$ cat src/hdl/host_control_regs.svh
// Purpose: offsets, field positions, reset values and timing counts of the run-state block
// Assumes: 100 MHz clock, registers reached by a word-wide port at printed offsets
// Notes:   definitions only
`ifndef HOST_CONTROL_REGS_SVH
`define HOST_CONTROL_REGS_SVH

// ==========================================================================
// register map
`define HOST_CONTROL_OFFSET   8'h04
`define EVENT_STATUS_OFFSET   8'h0c

// ==========================================================================
// field positions
`define RATIO_LSB             0
`define PERIODIC_ON_BIT       2
`define ISO_ON_BIT            3
`define CONTROL_ON_BIT        4
`define BULK_ON_BIT           5
`define RUN_STATE_LSB         6
`define FRAME_START_BIT       2

// ==========================================================================
// reset values and codes
`define HOST_CONTROL_RESET    8'h00
`define RUN_BUS_RESET         2'h0
`define RUN_RESUME            2'h1
`define RUN_RUNNING           2'h2
`define RUN_SUSPENDED         2'h3

// ==========================================================================
// timing
`define CLOCK_MHZ             100
`define SOF_DELAY_US          1000
`define SOF_DELAY_CYCLES      (`SOF_DELAY_US * `CLOCK_MHZ)
`define PORT_RESET_US         10
`define PORT_RESET_CYCLES     (`PORT_RESET_US * `CLOCK_MHZ)

`endif

$ cat src/hdl/host_control_pkg.sv
// Purpose: types shared by the run-state block
// Assumes: nothing
// Notes:   offsets and counts live in host_control_regs.svh
package host_control_pkg;

    // ======================================================================
    // register port request
    typedef struct packed {
        logic        write;
        logic        read;
        logic [7:0]  addr;
        logic [31:0] wdata;
    } reg_req_t;

    // ======================================================================
    // list-walker decision request and answer
    typedef enum logic [2:0] {
        ASK_NONE,
        ASK_PERIODIC,
        ASK_ISO,
        ASK_NONPERIODIC,
        ASK_CONTROL_DONE
    } list_ask_t;

    typedef struct packed {
        logic servePeriodic;
        logic continueIso;
        logic serveControl;
        logic serveBulk;
    } list_grant_t;

endpackage

$ cat src/hdl/host_run_state_and_list_enables.sv
// Purpose: low byte of the host control register: run state, list enables, service ratio
// Assumes: word-wide register port synchronous to clock; list walker asks one question a cycle
// Notes:   frame timing itself comes from outside through frameTick
`timescale 1ns/1ns
`default_nettype none
`include "host_control_regs.svh"

// Summary of operation
// - entering running state from another state starts frame packets one millisecond later
// - frame-start flag, bit 2 of event status, reports that frame packets began
// - hardware changes run state on its own only while suspended
// - resume signalling from a port while suspended moves run state to resume
// - software reset leaves run state at suspended
// - hardware reset puts run state in bus reset
// - hardware reset resets root hub then drives reset onto downstream ports
// - bulk enable serves bulk from next frame; cleared stops after next frame start; bulkOn_reg acts from the next question instead
// - bulk enable is sampled at each bulk attempt, not latched once per frame
// - control enable acts from next frame, stops after next start, checked per attempt; controlOn_reg acts from the next question instead
// - at an isochronous descriptor, iso enable clear abandons periodic list
// - setting iso enable takes effect next frame, never within current frame
// - periodic enable checked before periodic list, from next frame, skipped once cleared; periodicOn_reg acts from the next question instead
// - before each nonperiodic descriptor compare ratio with control served count
// - control served count keeps its value across frame boundaries
// - ratio code 00b means one control descriptor per bulk descriptor
// - run state lives in bits 7 to 6, code 00b is bus reset
module host_run_state_and_list_enables #(
    parameter int SOF_DELAY_CYCLES  = `SOF_DELAY_CYCLES,
    parameter int PORT_RESET_CYCLES = `PORT_RESET_CYCLES,
    parameter int PORT_COUNT        = 4
) (
    input  wire logic                          clock,
    input  wire logic                          rst_n,
    input  wire logic                          clockEnable,
    input  wire logic                          softReset,
    input  wire host_control_pkg::reg_req_t    regReq,
    output var  logic [31:0]                   regRdata,
    output var  logic                          regRvalid,
    input  wire logic                          frameStatusClear,
    input  wire logic                          frameTick,
    input  wire logic [PORT_COUNT-1:0]         portResumeDetect,
    input  wire host_control_pkg::list_ask_t   listAsk,
    input  wire logic                          controlNonEmpty,
    output var  host_control_pkg::list_grant_t listGrant,
    output var  logic                          sofEnable,
    output var  logic                          rootHubReset,
    output var  logic [PORT_COUNT-1:0]         portReset,
    output var  logic [1:0]                    runState
);
    import host_control_pkg::*;

    // run state and frame start
    logic [1:0] runState_next;
    logic       ctlWrite;
    logic       sofStart;
    logic       sofDone;
    logic       frameStart_reg;

    // list enables, service ratio and control served count
    logic       bulkOn_reg;
    logic       controlOn_reg;
    logic       periodicOn_reg;
    logic       isoOn_reg;
    logic       isoFrame_reg;
    logic [1:0] ratio_reg;
    logic [2:0] servedCount_reg;

    // hardware reset sequencing
    localparam int PRW = $clog2(PORT_RESET_CYCLES + 1);
    logic           portResetBusy_reg;
    logic           hubPhase_reg;
    logic [PRW-1:0] portCount_reg;

    // resume seen on any port
    logic       anyResume;

    // ======================================================================
    // decode helpers
    function automatic logic [2:0] ratio_limit(input logic [1:0] code);
        ratio_limit = {1'b0, code};
    endfunction

    function automatic logic hit(input reg_req_t r, input logic [7:0] off);
        hit = (r.addr == off);
    endfunction

    // write strobe and any-port resume
    assign ctlWrite  = regReq.write && hit(regReq, `HOST_CONTROL_OFFSET);
    assign anyResume = |portResumeDetect;

    // ======================================================================
    // run-state next value: driver writes, or resume while suspended
    always_comb begin
        runState_next = runState;
        if (ctlWrite) begin
            runState_next = regReq.wdata[`RUN_STATE_LSB +: 2];
        end else if (runState == `RUN_SUSPENDED && anyResume) begin
            runState_next = `RUN_RESUME;
        end
    end

    // entry to running from elsewhere starts the holdoff
    assign sofStart = (runState_next == `RUN_RUNNING) && (runState != `RUN_RUNNING);

    // ======================================================================
    // run state register
    always_ff @(posedge clock or negedge rst_n) begin
        if (!rst_n) begin
            runState <= `RUN_BUS_RESET;
        end else if (clockEnable) begin
            if (softReset) begin
                runState <= `RUN_SUSPENDED;
            end else begin
                runState <= runState_next;
            end
        end
    end

    // ======================================================================
    // list enables; cleared on any reset
    always_ff @(posedge clock or negedge rst_n) begin
        if (!rst_n) begin
            bulkOn_reg     <= 1'b0;
            controlOn_reg  <= 1'b0;
            periodicOn_reg <= 1'b0;
            isoOn_reg      <= 1'b0;
        end else if (clockEnable) begin
            if (softReset) begin
                bulkOn_reg     <= 1'b0;
                controlOn_reg  <= 1'b0;
                periodicOn_reg <= 1'b0;
                isoOn_reg      <= 1'b0;
            end else if (ctlWrite) begin
                bulkOn_reg     <= regReq.wdata[`BULK_ON_BIT];
                controlOn_reg  <= regReq.wdata[`CONTROL_ON_BIT];
                periodicOn_reg <= regReq.wdata[`PERIODIC_ON_BIT];
                isoOn_reg      <= regReq.wdata[`ISO_ON_BIT];
            end
        end
    end

    // service ratio; lost on any reset, the driver writes it back
    always_ff @(posedge clock or negedge rst_n) begin
        if (!rst_n) begin
            ratio_reg <= 2'h0;
        end else if (clockEnable) begin
            if (softReset) begin
                ratio_reg <= 2'h0;
            end else if (ctlWrite) begin
                ratio_reg <= regReq.wdata[`RATIO_LSB +: 2];
            end
        end
    end

    // ======================================================================
    // iso enable as seen by this frame: a set waits for the frame tick, a clear acts now
    always_ff @(posedge clock or negedge rst_n) begin
        if (!rst_n) begin
            isoFrame_reg <= 1'b0;
        end else if (clockEnable) begin
            if (frameTick) begin
                isoFrame_reg <= isoOn_reg;
            end else if (!isoOn_reg) begin
                isoFrame_reg <= 1'b0;
            end
        end
    end

    // ======================================================================
    // start-of-frame holdoff after entry to running
    sof_delay_timer #(
        .DELAY_CYCLES (SOF_DELAY_CYCLES)
    ) sofTimer (
        .clock       (clock),
        .rst_n       (rst_n),
        .clockEnable (clockEnable),
        .start       (sofStart && !softReset),
        .abort       (softReset || runState_next != `RUN_RUNNING),
        .done        (sofDone)
    );

    // frame generation enable follows the holdoff
    always_ff @(posedge clock or negedge rst_n) begin
        if (!rst_n) begin
            sofEnable <= 1'b0;
        end else if (clockEnable) begin
            if (softReset || runState_next != `RUN_RUNNING) begin
                sofEnable <= 1'b0;
            end else if (sofDone) begin
                sofEnable <= 1'b1;
            end
        end
    end

    // ======================================================================
    // frame-start flag: set wins over a write-one clear
    always_ff @(posedge clock or negedge rst_n) begin
        if (!rst_n) begin
            frameStart_reg <= 1'b0;
        end else if (clockEnable) begin
            if (sofDone || (sofEnable && frameTick)) begin
                frameStart_reg <= 1'b1;
            end else if (frameStatusClear) begin
                frameStart_reg <= 1'b0;
            end
        end
    end

    // ======================================================================
    // hardware reset: root hub first, then port reset signalling
    always_ff @(posedge clock or negedge rst_n) begin
        if (!rst_n) begin
            rootHubReset <= 1'b1;
            hubPhase_reg <= 1'b1;
        end else if (clockEnable) begin
            rootHubReset <= 1'b0;
            hubPhase_reg <= 1'b0;
        end
    end

    // port reset signalling follows as the root hub is released
    always_ff @(posedge clock or negedge rst_n) begin
        if (!rst_n) begin
            portResetBusy_reg <= 1'b0;
            portCount_reg     <= '0;
            portReset         <= '0;
        end else if (clockEnable) begin
            if (hubPhase_reg) begin
                portResetBusy_reg <= 1'b1;
                portCount_reg     <= PRW'(PORT_RESET_CYCLES - 1);
                portReset         <= '1;
            end else if (portResetBusy_reg) begin
                if (portCount_reg == '0) begin
                    portResetBusy_reg <= 1'b0;
                    portReset         <= '0;
                end else begin
                    portCount_reg <= portCount_reg - 1'b1;
                end
            end
        end
    end

    // ======================================================================
    // list decisions: enables sampled at each question; iso uses its per-frame copy, so a set waits for the frame tick
    always_ff @(posedge clock or negedge rst_n) begin
        if (!rst_n) begin
            listGrant       <= '0;
            servedCount_reg <= 3'h0;
        end else if (clockEnable) begin
            listGrant <= '0;
            unique case (listAsk)
                ASK_NONE: begin
                end
                ASK_PERIODIC: begin
                    listGrant.servePeriodic <= periodicOn_reg && sofEnable;
                end
                ASK_ISO: begin
                    listGrant.continueIso <= isoFrame_reg;
                end
                ASK_NONPERIODIC: begin
                    if (controlOn_reg && controlNonEmpty &&
                        (servedCount_reg <= ratio_limit(ratio_reg) || !bulkOn_reg)) begin
                        listGrant.serveControl <= 1'b1;
                    end else if (bulkOn_reg) begin
                        listGrant.serveBulk <= 1'b1;
                        servedCount_reg     <= 3'h0;
                    end
                end
                ASK_CONTROL_DONE: begin
                    if (servedCount_reg <= ratio_limit(ratio_reg)) begin
                        servedCount_reg <= servedCount_reg + 1'b1;
                    end
                end
                default: begin
                end
            endcase
        end
    end

    // ======================================================================
    // register read port, one cycle latency
    always_ff @(posedge clock or negedge rst_n) begin
        if (!rst_n) begin
            regRdata  <= 32'h0000_0000;
            regRvalid <= 1'b0;
        end else if (clockEnable) begin
            regRvalid <= regReq.read;
            regRdata  <= 32'h0000_0000;
            if (regReq.read && hit(regReq, `HOST_CONTROL_OFFSET)) begin
                regRdata[7:0] <= {runState, bulkOn_reg, controlOn_reg,
                                  isoOn_reg, periodicOn_reg, ratio_reg};
            end else if (regReq.read && hit(regReq, `EVENT_STATUS_OFFSET)) begin
                regRdata[`FRAME_START_BIT] <= frameStart_reg;
            end
        end
    end
endmodule
`default_nettype wire

$ cat src/hdl/sof_delay_timer.sv
// Purpose: counts the start-of-frame holdoff after entry to the running state
// Assumes: start is a one-cycle pulse
// Notes:   done pulses once when the count runs out
`timescale 1ns/1ns
`default_nettype none
module sof_delay_timer #(
    parameter int DELAY_CYCLES = 1000
) (
    input  wire logic clock,
    input  wire logic rst_n,
    input  wire logic clockEnable,
    input  wire logic start,
    input  wire logic abort,
    output var  logic done
);
    localparam int W = $clog2(DELAY_CYCLES + 1);

    logic [W-1:0] count_reg;
    logic         busy_reg;

    // ======================================================================
    // countdown; abort wins, a fresh start restarts
    always_ff @(posedge clock or negedge rst_n) begin
        if (!rst_n) begin
            count_reg <= '0;
            busy_reg  <= 1'b0;
            done      <= 1'b0;
        end else if (clockEnable) begin
            done <= 1'b0;
            if (abort) begin
                busy_reg <= 1'b0;
            end else if (start) begin
                count_reg <= W'(DELAY_CYCLES - 1);
                busy_reg  <= 1'b1;
            end else if (busy_reg) begin
                if (count_reg == '0) begin
                    busy_reg <= 1'b0;
                    done     <= 1'b1;
                end else begin
                    count_reg <= count_reg - 1'b1;
                end
            end
        end
    end
endmodule
`default_nettype wire

$ cat config.mk
export PLATFORM = sky130hd
export DESIGN_NAME = host_run_state_and_list_enables
export DESIGN_NICKNAME = d
export VERILOG_FILES = /design/src/hdl/host_control_pkg.sv /design/src/hdl/host_run_state_and_list_enables.sv /design/src/hdl/sof_delay_timer.sv
export VERILOG_INCLUDE_DIRS = /design/src /design/src/hdl
export SDC_FILE = /design/constraint.sdc
export NUM_CORES = 1
export LEC_CHECK = 0
export BUFFER_PORTS_ARGS = -buffer_cell sky130_fd_sc_hd__buf_2
export CAP_MARGIN = 20
export CORE_MARGIN = 5
export CORE_UTILIZATION = 49
export CTS_BUF_LIST = sky130_fd_sc_hd__clkbuf_8
export DETAILED_ROUTE_END_ITERATION = 10
export PLACE_DENSITY = 0.77
export SLEW_MARGIN = 10
export SYNTH_ARGS = -nofsm -noshare
export SYNTH_HDL_FRONTEND = slang
export SYNTH_SLANG_ARGS = --single-unit
export TNS_END_PERCENT = 100
$ cat constraint.sdc
create_clock -name clock -period 2.6 [get_ports clock]
set_input_delay 0.26 -clock clock [delete_from_list [all_inputs] [get_ports clock]]
set_output_delay 0.26 -clock clock [all_outputs]
set_load 0.01 [all_outputs]
## Word-level counts from Yosys, hierarchy flattened

Index checks and enable logic that the tools add are counted.
Widths: inputs -> output; s select.

- Bits in registers: 62
- Logic and storage cells: 130

- $add $sub $neg: 3
- Order comparisons: 1
- Equality and inequality tests: 16
- Mux-type cells: 53
- Bitwise operators: 1
- Reduce and logical (&&, ||, !) cells: 33

Operators with widths:

| kind | count |
|---|---|
| $mux 17 | 3 |
| $mux 1 | 32 |
| $mux 10 | 3 |
| $logic_not 17->1 | 1 |
| $sub 17x1->17 const B | 1 |
| $mux 2 | 7 |
| $ne 2x2->1 const B | 7 |
| $reduce_bool 2->1 | 7 |
| $mux 4 | 3 |
| $logic_and 1x1->1 | 10 |
| $logic_not 10->1 | 1 |
| $sub 10x1->10 const B | 1 |
| $mux 3 | 3 |
| $eq 8x3->1 const B | 1 |
| $eq 8x4->1 const B | 1 |
| $reduce_and 2->1 | 4 |
| $eq 3x2->1 const B | 2 |
| $pmux 3 s2 | 1 |
| $reduce_and 3->1 | 2 |
| $mux 5 | 1 |
| $reduce_and 5->1 | 1 |
| $eq 2x2->1 const B | 2 |
| $reduce_and 4->1 | 1 |
| $reduce_or 4->1 | 1 |
| 8 further kinds | 11 |

## Longest topological paths before layout

Gate-level depths: netlist of the first run.

- Word-level depth: 9
- Gate-level depth with buffers: 8

## By module

A second synthesis of the first run with hierarchy kept.

- Cells, all modules: 345
- Area, all modules: 3499.6 µm²

By module, submodules not included:

| module | times used | cells each | area an instance (µm²) |
|---|---|---|---|
| host_run_state_and_list_enables | 1 | 219 | 2232.1 |
| sof_delay_timer | 1 | 126 | 1267.5 |

## Worst setup path before layout of the first run

Ideal clock, no wire load.

- Kind: register to register
- Start point: reg sofTimer.count_reg[0]
- End point: reg sofTimer.count_reg[10]
- Data arrival time: 2.014 ns
- Required time: 2.463 ns
- Slack: 0.449 ns
- Stages on the path, launching flop included: 8
- Buffers on the path: 0
- Clock period less this slack: 2.151 ns
- Cells stage by stage: dfrtp_1 inv_1 ha_1 nor3b_1 nand2_1 or4_1 o41ai_1 o31ai_1

- Word-level cells in the longest chain between the ends: 4

Ends and longest elaborated chain:

| what | RTL line | RTL |
|---|---|---|
| start: declaration | sof_delay_timer.sv:18 | `logic [W-1:0] count_reg;` |
| start signal: assignment | sof_delay_timer.sv:33 | `count_reg <= W'(DELAY_CYCLES - 1);` |
| start signal: assignment | sof_delay_timer.sv:40 | `count_reg <= count_reg - 1'b1;` |
| $sub 17x1->17 | sof_delay_timer.sv:40 |  |
| $mux 17 | sof_delay_timer.sv:36 | `if (count_reg == '0) begin` |
| $mux 17 | sof_delay_timer.sv:35 | `end else if (busy_reg) begin` |
| $mux 17 | sof_delay_timer.sv:32 | `end else if (start) begin` |

Parallel ways exist; a longest one is shown, timed or not. The select of a mux whose other input is x is not followed.
A chain may end at the register's enable or synchronous reset.

## Worst setup path in the final report of the first run

Ends and elaborated chain as after synthesis.

==> results of run 1 <==
==> Yosys cell counts, drive strengths merged (3+ instances only) <==
cell type and number:
nor2b 6, buf 30, nor2 22, clkbuf 10
or2 3, o21ai 14, o31ai 9, o2bb2ai 4
a22oi 6, or3 8, a22o 9, nand3 6
a21o 3, ha 7, nor4 8, and2 5
and3 4, or4 6, a21oi 16, a31oi 5
xnor2 7, nor3 17, inv 14, dfrtp 58
o41ai 6, nand2 32
==> cells by family (layout without fill, tap and decap cells) <==
group | after synthesis | count (layout) | share of synthesized area, %
xor+xnor | 7 | 7 | 1.84
flops | 59 | 59 | 44.3
compound gates | 95 | 95 | 21.3
mux | 1 | 1 | 0.300
fa+ha+maj | 7 | 7 | 2.63
simple gates | 128 | 128 | 20.3
buf+inv | 54 | 91 | 9.23
other cells | 1 | 24 | 0.112
==> metal layers <==
metal | global-route usage [%] | share of wire (%) | wire (um) | vias to the layer above
met5 | 0 | 0 | 0 | -
met4 | 6.31 | 0.87 | 67 | 0
met3 | 4.31 | 5.1 | 391 | 6
met2 | 30.8 | 50 | 3870 | 69
met1 | 24.1 | 44 | 3410 | 1379
li1 | - | - | - | 1370
==> metrics by stage <==
| stage | hold WS [ps] | utilization, % |
|---|---|---|
| after floorplan | -35.6 | - |
| after global placement | 458 | 53.5 |
| after detailed placement | 464 | 53.5 |
| after CTS | 89.4 | 56.8 |
| after global routing | 151 | 56.9 |
| final | 75.2 | 56.9 |
==> power by group <==
group	switching, mW	internal (mW)
Clock	0.393	0.545
Combinational	0.149	0.103
Sequential	0.0423	0.960
==> area by class of cell <==
cell class	count	area [um2]
clock buffers	9	124
clock inverters	7	100
fillers	590	2900
inverters	14	52.6
multi-input cells	262	1640
flip-flops and latches	59	1480
well taps	80	100
repair buffers	61	328
==> final timing paths <==
kind / start / end / slack [ps] / depth (start not counted)
min: rst_n / portCount_reg[7]$_DFFE_PN0P_ / 80 / 2
max: sofTimer.count_reg[0]$_DFFE_PN0P_ / sofTimer.count_reg[10]$_DFFE_PN0P_ / 310 / 7
min in group clock: regReq[40] / regRvalid$_DFFE_PN0P_ / 210 / 3
max in group asynchronous: rst_n / ratio_reg[0]$_DFFE_PN0P_ / 2030 / 2
min reg2reg: listGrant[1]$_DFFE_PN0P_ / listGrant[1]$_DFFE_PN0P_ / 480 / 1
max reg2reg: sofTimer.count_reg[0]$_DFFE_PN0P_ / sofTimer.count_reg[10]$_DFFE_PN0P_ / 310 / 7
==> worst reg2reg max path: stages, from the launching register on <==
cell and delay [ps]:
dfrtp_1 410, inv_1 130, ha_1 200, nor3b_2 260, nand2_1 120, or4_1 560, o41ai_1 360, o31ai_1 120
==> impl_metrics.toml, run 1 <==
[clock_tree]
ctsLongestPathBuffers = 2
clock_latency_ps = 340
tritoncts_num_sinks = 59
cts_made_buffers = 9
cts_tree = "done"
cts.repair.resized = 0
post-cts-setup-buffer-count = 0
cts.reportedPaths.clkPinSlew_ps = 70
clock_tree.htree_level_count = 3
post_cts_hold_buffer_count = 0
cts.root.buffer_cell = "clkbuf_8"

[synthesis]
instance_count_of_the_mapped_netlist = 352
yosys_register_bits = 59
synth_sequential_area_ratio_pct = 44.3
post_synth_instance_area_um2 = 3340
synthesis.area_per_instance_um2 = 9.48
top_cells_by_area_synth = "dfrtp_1 44%, buf_4 6.1%, nand2_1 3.5%, ha_1 2.6%, nor3_1 2.6%"
ys_async_rst_share_pct = 100
yosysWarnings = 0
number_of_flops_mapped_to_enable_cells_by_yosys = 0
synth.largest_area_cell = "dfrtp_1"
yosys.cell_types.count = 62
synth_top_flop_cell = "dfrtp_1"
synth_largest_type_area_fraction_pct = 43.5

[floorplan]
die_x_um = 92.5
die_area_um2 = 8560
initial_core_util_pct = 49.6
core_um2 = 6720
std_cell_rows = 30
io_pins = 101
die_h_um = 92.5

[final_layout]
antennaDiodeCount = 0
layout.cells.most_common = "dfrtp_1"
layout.cells.most_common_list = "58 x dfrtp_1, 52 x buf_2, 31 x nand2_1"
areaGrowthSynthToFinish_pct = 14.6
total_non_filler_cell_area_in_the_finished_layout_um2 = 3820
drive_gt1_share_pct = 21.6
largest_reg_flops = 17
post_layout_nonfiller_instances = 492
finalNetCount = 470

[sta]
max_slew_margin_pct = 49.5
slew_violations = 0
clock-skew-final_ps = 11.8
max_clock_freq_mhz = 437
report.final.setup_viol = 0
max_slew.worst_pin.slew_ps = 757
post-route-period-util_pct = 88.0
minimum_setup_slack_in_the_final_design_ps = 311
finalHoldViolations = 0
grt_setup_unrepaired = "false"
final.setup.tns_ps = 0
fin_crit_ps = 2290

[drt]
route.final.wire_length_um = 7740
routed_via_density = 5.74
post_drt_wl_per_cell_um = 15.7
post-route-drc-count = 0
drt_iter0_markers = 191
vias = 2824
detail_route.first_pass.iterations = 4
antenna_left = 0

[critical_path]
cp_data_required_time_ps = 2800
cp.arrival_ps = 2490
cpMaxStageDelayCell = "or4_1"
timing.critical_path.slowest_cell_delay_ps = 560
setup.worst_path.end_class = "flop"
critPathTopFamily = "simple AND/OR/NAND/NOR gates"
critical_path.cell_chain = "inv_1 -> ha_1 -> nor3b_2 -> nand2_1 -> or4_1 -> o41ai_1 -> o31ai_1"
critPathLaunchType = "flop"
cp.buffers_inverters = 1
critPathKind = "flop to flop"
critical_path_peak_fanout = 4

[pwr]
report.power.total_mw = 2.19
leakage_nw = 1.78
power.density_cell_area_nw_per_um2 = 573
vdd_drop_max_v = 0.000316

[status]
status = "completed"

[placed_design]
placed_cells_incl_taps = 476
gp_congestion = 0.899
placement.io_buffers = 52
placed_area_um2 = 3590
pre_cts_slack_ps = 187
dp_hpwl_um = 5760

[grt]
grt.overflow.total = 0
maximum_number_of_pins_on_one_net_before_global_route_repair = 60
number_of_global_route_vias_before_repair = 2730
number_of_antenna_violations_at_the_first_check_in_global_routing = 0
first_pass_grt_wire_length_um = 12800
grt_util_overall_pct = 18.7

[min_path]
hold_path.class = "input pin to async pin"

[flow_run]
max-cap-violations = 0
(Power assumes the default switching activity.)
==> run 2: changes to the inputs <==
PLACE_DENSITY = not set   (was 0.77)
PLACE_DENSITY_LB_ADDON = 0.1   (was not set)
==> impl_metrics.toml, run 2 (same netlist as run 1, synthesis figures left out) <==
[status]
status = "completed"

[final_layout]
largest_reg_flops = 17
areaGrowthSynthToFinish_pct = 13.7
layout.cells.most_common = "dfrtp_1"
finalNetCount = 473
final.fill_count = 615
layout.cells.most_common_list = "58 x dfrtp_1, 52 x buf_2, 31 x nand2_1"
drive_gt1_share_pct = 21.7
post_layout_nonfiller_instances = 494
antennaDiodeCount = 0

[pwr]
leakage_nw = 1.77
switching_share_pct = 28.1
power.density_cell_area_nw_per_um2 = 522
vdd_drop_max_v = 0.000300
power.share.clock_pct = 36.8
p_int_mw = 1.42
power.switching_mw = 0.556
report.power.total_mw = 1.98
combinationalPowerShare_pct = 12.5
seq_power_share_pct = 50.7

[drt]
route.final.wire_length_um = 7910
post_drt_wl_per_cell_um = 16.0
post-route-drc-count = 0
routed_via_density = 5.70
vias = 2814
detail_route.first_pass.iterations = 4
antenna_left = 0
drt_iter0_markers = 199

[critical_path]
cp.arrival_ps = 2500
critPathKind = "flop to flop"
worst-r2r-cell-count = 7
setup.worst_path.end_class = "flop"
cp_data_required_time_ps = 2810
critPathLaunchType = "flop"
critical_path_peak_fanout = 4

[sta]
fin_crit_ps = 2290
report.final.setup_viol = 0
final.setup.tns_ps = 0
post-route-period-util_pct = 88.1
max_slew_margin_pct = 60.4
clock-skew-final_ps = 7.79
grt_setup_unrepaired = "false"
slew_violations = 0
holdWs_ps = 204
max_clock_freq_mhz = 436
finalHoldViolations = 0
max_slew.worst_pin.slew_ps = 588

[floorplan]
core_um2 = 6720
initial_core_util_pct = 49.6
die_x_um = 92.5
std_cell_rows = 30
die_area_um2 = 8560
io_pins = 101
die_h_um = 92.5

[clock_tree]
tritoncts_num_sinks = 59
cts_made_buffers = 9
cts_tree = "done"
clock_latency_ps = 330
post-cts-setup-buffer-count = 0
ctsLongestPathBuffers = 2
clock_tree.htree_level_count = 3
cts.root.buffer_cell = "clkbuf_8"
cts.reportedPaths.clkPinSlew_ps = 70

[placed_design]
gp_congestion = 0.845
placed_cells_incl_taps = 478
placement.io_buffers = 52
dp_hpwl_um = 5820

[min_path]
hold_path.class = "input pin to flop"
worst_hold_path.num_cells = 3

[grt]
number_of_antenna_violations_at_the_first_check_in_global_routing = 0
maximum_number_of_pins_on_one_net_before_global_route_repair = 33
number_of_global_route_vias_before_repair = 2676
grt.overflow.total = 0
first_pass_grt_wire_length_um = 13000
grt_util_overall_pct = 19.0

[flow_run]
max-cap-violations = 0
[run 2: worst paths after layout]
kind,start,end,slack [ps]
max reg2reg,sofTimer.count_reg[0]$_DFFE_PN0P_,sofTimer.count_reg[10]$_DFFE_PN0P_,310
max in group asynchronous,rst_n,hubPhase_reg$_DFFE_PN1P_,1780
min,regReq[40],regRvalid$_DFFE_PN0P_,200
max,sofTimer.count_reg[0]$_DFFE_PN0P_,sofTimer.count_reg[10]$_DFFE_PN0P_,310
min in group asynchronous,rst_n,sofTimer.count_reg[10]$_DFFE_PN0P_,480
min reg2reg,listGrant[3]$_DFFE_PN0P_,listGrant[3]$_DFFE_PN0P_,490
[run 2: critical path: stages, from the launching register on]
cell     delay [ps]
dfrtp_1         410
inv_1           130
ha_1            200
nor3b_2         280
nand2_1         120
or4_1           570
o41ai_1         350
o31ai_1         120
[run 2: power by group through the flow]
| stage | Sequential, mW | Clock, mW | Combinational, mW |
|---|---|---|---|
| 4_1_cts | 1.00 | 0.755 | 0.248 |
| 5_1_grt | 1.01 | 0.798 | 0.287 |
| 3_3_place_gp | 1.02 | 0 | 0.242 |
| 6_report | 1.00 | 0.730 | 0.247 |
| 2_1_floorplan | 1.01 | 0 | 0.188 |
| 3_5_place_dp | 1.02 | 0 | 0.246 |
[run 2: cell type report]
class,instances,area (um2),area share (%)
multi-input combinational,262,1640,43.3
sequential,59,1480,39.0
timing repair buffer,64,353,9.30
clock buffer,10,138,3.63
tap,80,100,2.64
inverter,14,52.6,1.39
clock inverter,5,30.0,0.792
[run 2: routing by layer]
metal | GRT usage (%) | routed length (um) | share of wire (%)
met3 | 3.66 | 398 | 5.0
met4 | 8.42 | 105 | 1.3
met1 | 27.1 | 3890 | 49
met5 | 0 | 0 | 0
met2 | 28.1 | 3510 | 44
[run 2: stage by stage]
step	setup slack, ps	cell area, um2	utilization [%]
final	308	3790	56.4
after global routing	31.1	3790	56.4
after CTS	167	3790	56.4
after detailed placement	166	3610	53.7
after global placement	241	3610	53.7
after floorplan	449	3420	-
[run 2: timing repair]
| item | 4_1_cts | 5_1_grt |
|---|---|---|
| endpoints found under the hold margin | 58 | 0 |
| endpoints found under the setup margin | 0 | 1 |
| gates resized for setup | 0 | 1 |
| hold buffers | 1 | 0 |
==> run 3: changes to the inputs <==
BUFFER_PORTS_ARGS = not set   (was -buffer_cell sky130_fd_sc_hd__buf_2)
DONT_BUFFER_PORTS = 1   (was not set)
==> impl_metrics.toml, run 3 (same netlist as run 1, synthesis figures left out) <==
[final_layout]
antennaDiodeCount = 0
final.fill_count = 602
drive_gt1_share_pct = 9.89
postLayoutCoreUtil_pct = 53.5
layout.cells.most_common_list = "58 x dfrtp_1, 31 x nand2_1, 24 x conb_1"
layout.cells.most_common = "dfrtp_1"
largest_reg_flops = 17
post_layout_nonfiller_instances = 444
areaGrowthSynthToFinish_pct = 7.84
total_non_filler_cell_area_in_the_finished_layout_um2 = 3600
finalNetCount = 422

[sta]
fin_crit_ps = 2330
report.final.setup_viol = 0
max_slew_margin_pct = 61.0
max_slew.worst_pin.slew_ps = 580
slew_violations = 0
clock-skew-final_ps = 9.43
post-route-period-util_pct = 89.4
max_clock_freq_mhz = 430
minimum_setup_slack_in_the_final_design_ps = 275
final.setup.tns_ps = 0
finalHoldViolations = 0
grt_setup_unrepaired = "false"

[pwr]
leakage_nw = 1.55
seq_power_share_pct = 48.5
vdd_drop_max_v = 0.000450
combinationalPowerShare_pct = 10.5
power.switching_mw = 0.556
power.share.clock_pct = 41.1
switching_share_pct = 26.8
power.density_cell_area_nw_per_um2 = 576
p_int_mw = 1.52

[critical_path]
timing.critical_path.slowest_cell_delay_ps = 550
cp.arrival_ps = 2540
critPathLaunchType = "flop"
critPathKind = "flop to flop"
cp_data_required_time_ps = 2810
cpMaxStageDelayCell = "or4_1"
setup.worst_path.end_class = "flop"
critPathTopFamily = "simple AND/OR/NAND/NOR gates"
critical_path.cell_chain = "inv_1 -> ha_1 -> nor3b_1 -> buf_4 -> nand2_1 -> or4_1 -> o41ai_1 -> o31ai_1"
cp.buffers_inverters = 2
critical_path_peak_fanout = 4

[clock_tree]
cts.root.buffer_cell = "clkbuf_8"
post-cts-setup-buffer-count = 0
cts.reportedPaths.clkPinSlew_ps = 70
clock_latency_ps = 340
cts_made_buffers = 9
cts_tree = "done"
ctsLongestPathBuffers = 2
clock_tree.htree_level_count = 3
tritoncts_num_sinks = 59

[placed_design]
placed_cells_incl_taps = 423
placed_area_um2 = 3330
pre_cts_slack_ps = 290
gp_congestion = 0.869
placement.io_buffers = 0
dp_hpwl_um = 5520

[flow_run]
max-cap-violations = 0

[status]
status = "completed"

[drt]
post_drt_wl_per_cell_um = 17.7
detail_route.first_pass.iterations = 4
antenna_left = 0
routed_via_density = 5.82
drt_iter0_markers = 158
route.final.wire_length_um = 7840
post-route-drc-count = 0
vias = 2586

[floorplan]
die_h_um = 92.5
die_x_um = 92.5
core_um2 = 6720
die_area_um2 = 8560
initial_core_util_pct = 49.6
io_pins = 101
std_cell_rows = 30

[grt]
maximum_number_of_pins_on_one_net_before_global_route_repair = 60
number_of_global_route_vias_before_repair = 2456
grt_util_overall_pct = 18.9
number_of_antenna_violations_at_the_first_check_in_global_routing = 0
grt.overflow.total = 0
first_pass_grt_wire_length_um = 12600

[min_path]
hold_path.class = "input pin to flop"
run 3: layout make-up:
cell class / instances / area, um2 / area share [%]
multi-input cells: 262 / 1640 / 45.5
flip-flops and latches: 59 / 1480 / 41.1
clock buffers: 10 / 138 / 3.83
repair buffers: 13 / 128 / 3.55
well taps: 80 / 100 / 2.78
clock inverters: 6 / 65.1 / 1.81
inverters: 14 / 52.6 / 1.46
run 3: worst paths after layout:
kind                                                       to                          startpoint  cells past startpoint  slack (ps)
max                        sofTimer.count_reg[10]$_DFFE_PN0P_   sofTimer.count_reg[0]$_DFFE_PN0P_                      8         270
min                                  ratio_reg[1]$_DFFE_PN0P_                         clockEnable                      1          20
max reg2reg                sofTimer.count_reg[10]$_DFFE_PN0P_   sofTimer.count_reg[0]$_DFFE_PN0P_                      8         270
min reg2reg                sofTimer.count_reg[10]$_DFFE_PN0P_  sofTimer.count_reg[10]$_DFFE_PN0P_                      1         490
max in group asynchronous   sofTimer.count_reg[9]$_DFFE_PN0P_                               rst_n                      2        1870
min in group asynchronous        portCount_reg[7]$_DFFE_PN0P_                               rst_n                      2         440
run 3: timing repair:
item	CTS	global route
hold endpoints to repair	70	1
resized for setup	0	0
hold buffers	4	1
run 3: worst reg2reg max path: stages, from the launching register on:
cell and delay (ps):
dfrtp_1 410, inv_1 120, ha_1 210, nor3b_1 210
buf_4 160, nand2_1 80, or4_1 550, o41ai_1 340
o31ai_1 110
run 3: per-stage QoR:
| stage | total power [mW] | hold slack [ps] |
|---|---|---|
| 6_report | 2.07 | 22.3 |
| 5_1_grt | 2.17 | 5.56 |
| 4_1_cts | 2.10 | 1.17 |
| 3_5_place_dp | 1.21 | -32.2 |
| 3_3_place_gp | 1.20 | -32.8 |
| 2_1_floorplan | 1.20 | -35.6 |
run 3: per-layer routing:
| layer | vias to the layer above | wire [um] | GRT usage (%) |
|---|---|---|---|
| li1 | 1265 | - | - |
| met4 | 0 | 113 | 7.43 |
| met2 | 76 | 3430 | 26.6 |
| met5 | - | 0 | 0 |
| met1 | 1237 | 3660 | 26.9 |
| met3 | 8 | 638 | 6.01 |
run 3: power by group through the flow:
stage                     combinational, mW  sequential [mW]  clock (mW)
after floorplan                       0.188             1.01           0
after global placement                0.179             1.02           0
after detailed placement              0.183             1.02           0
after CTS                             0.218             1.00       0.876
after global routing                  0.248             1.01       0.914
final                                 0.217             1.00       0.851
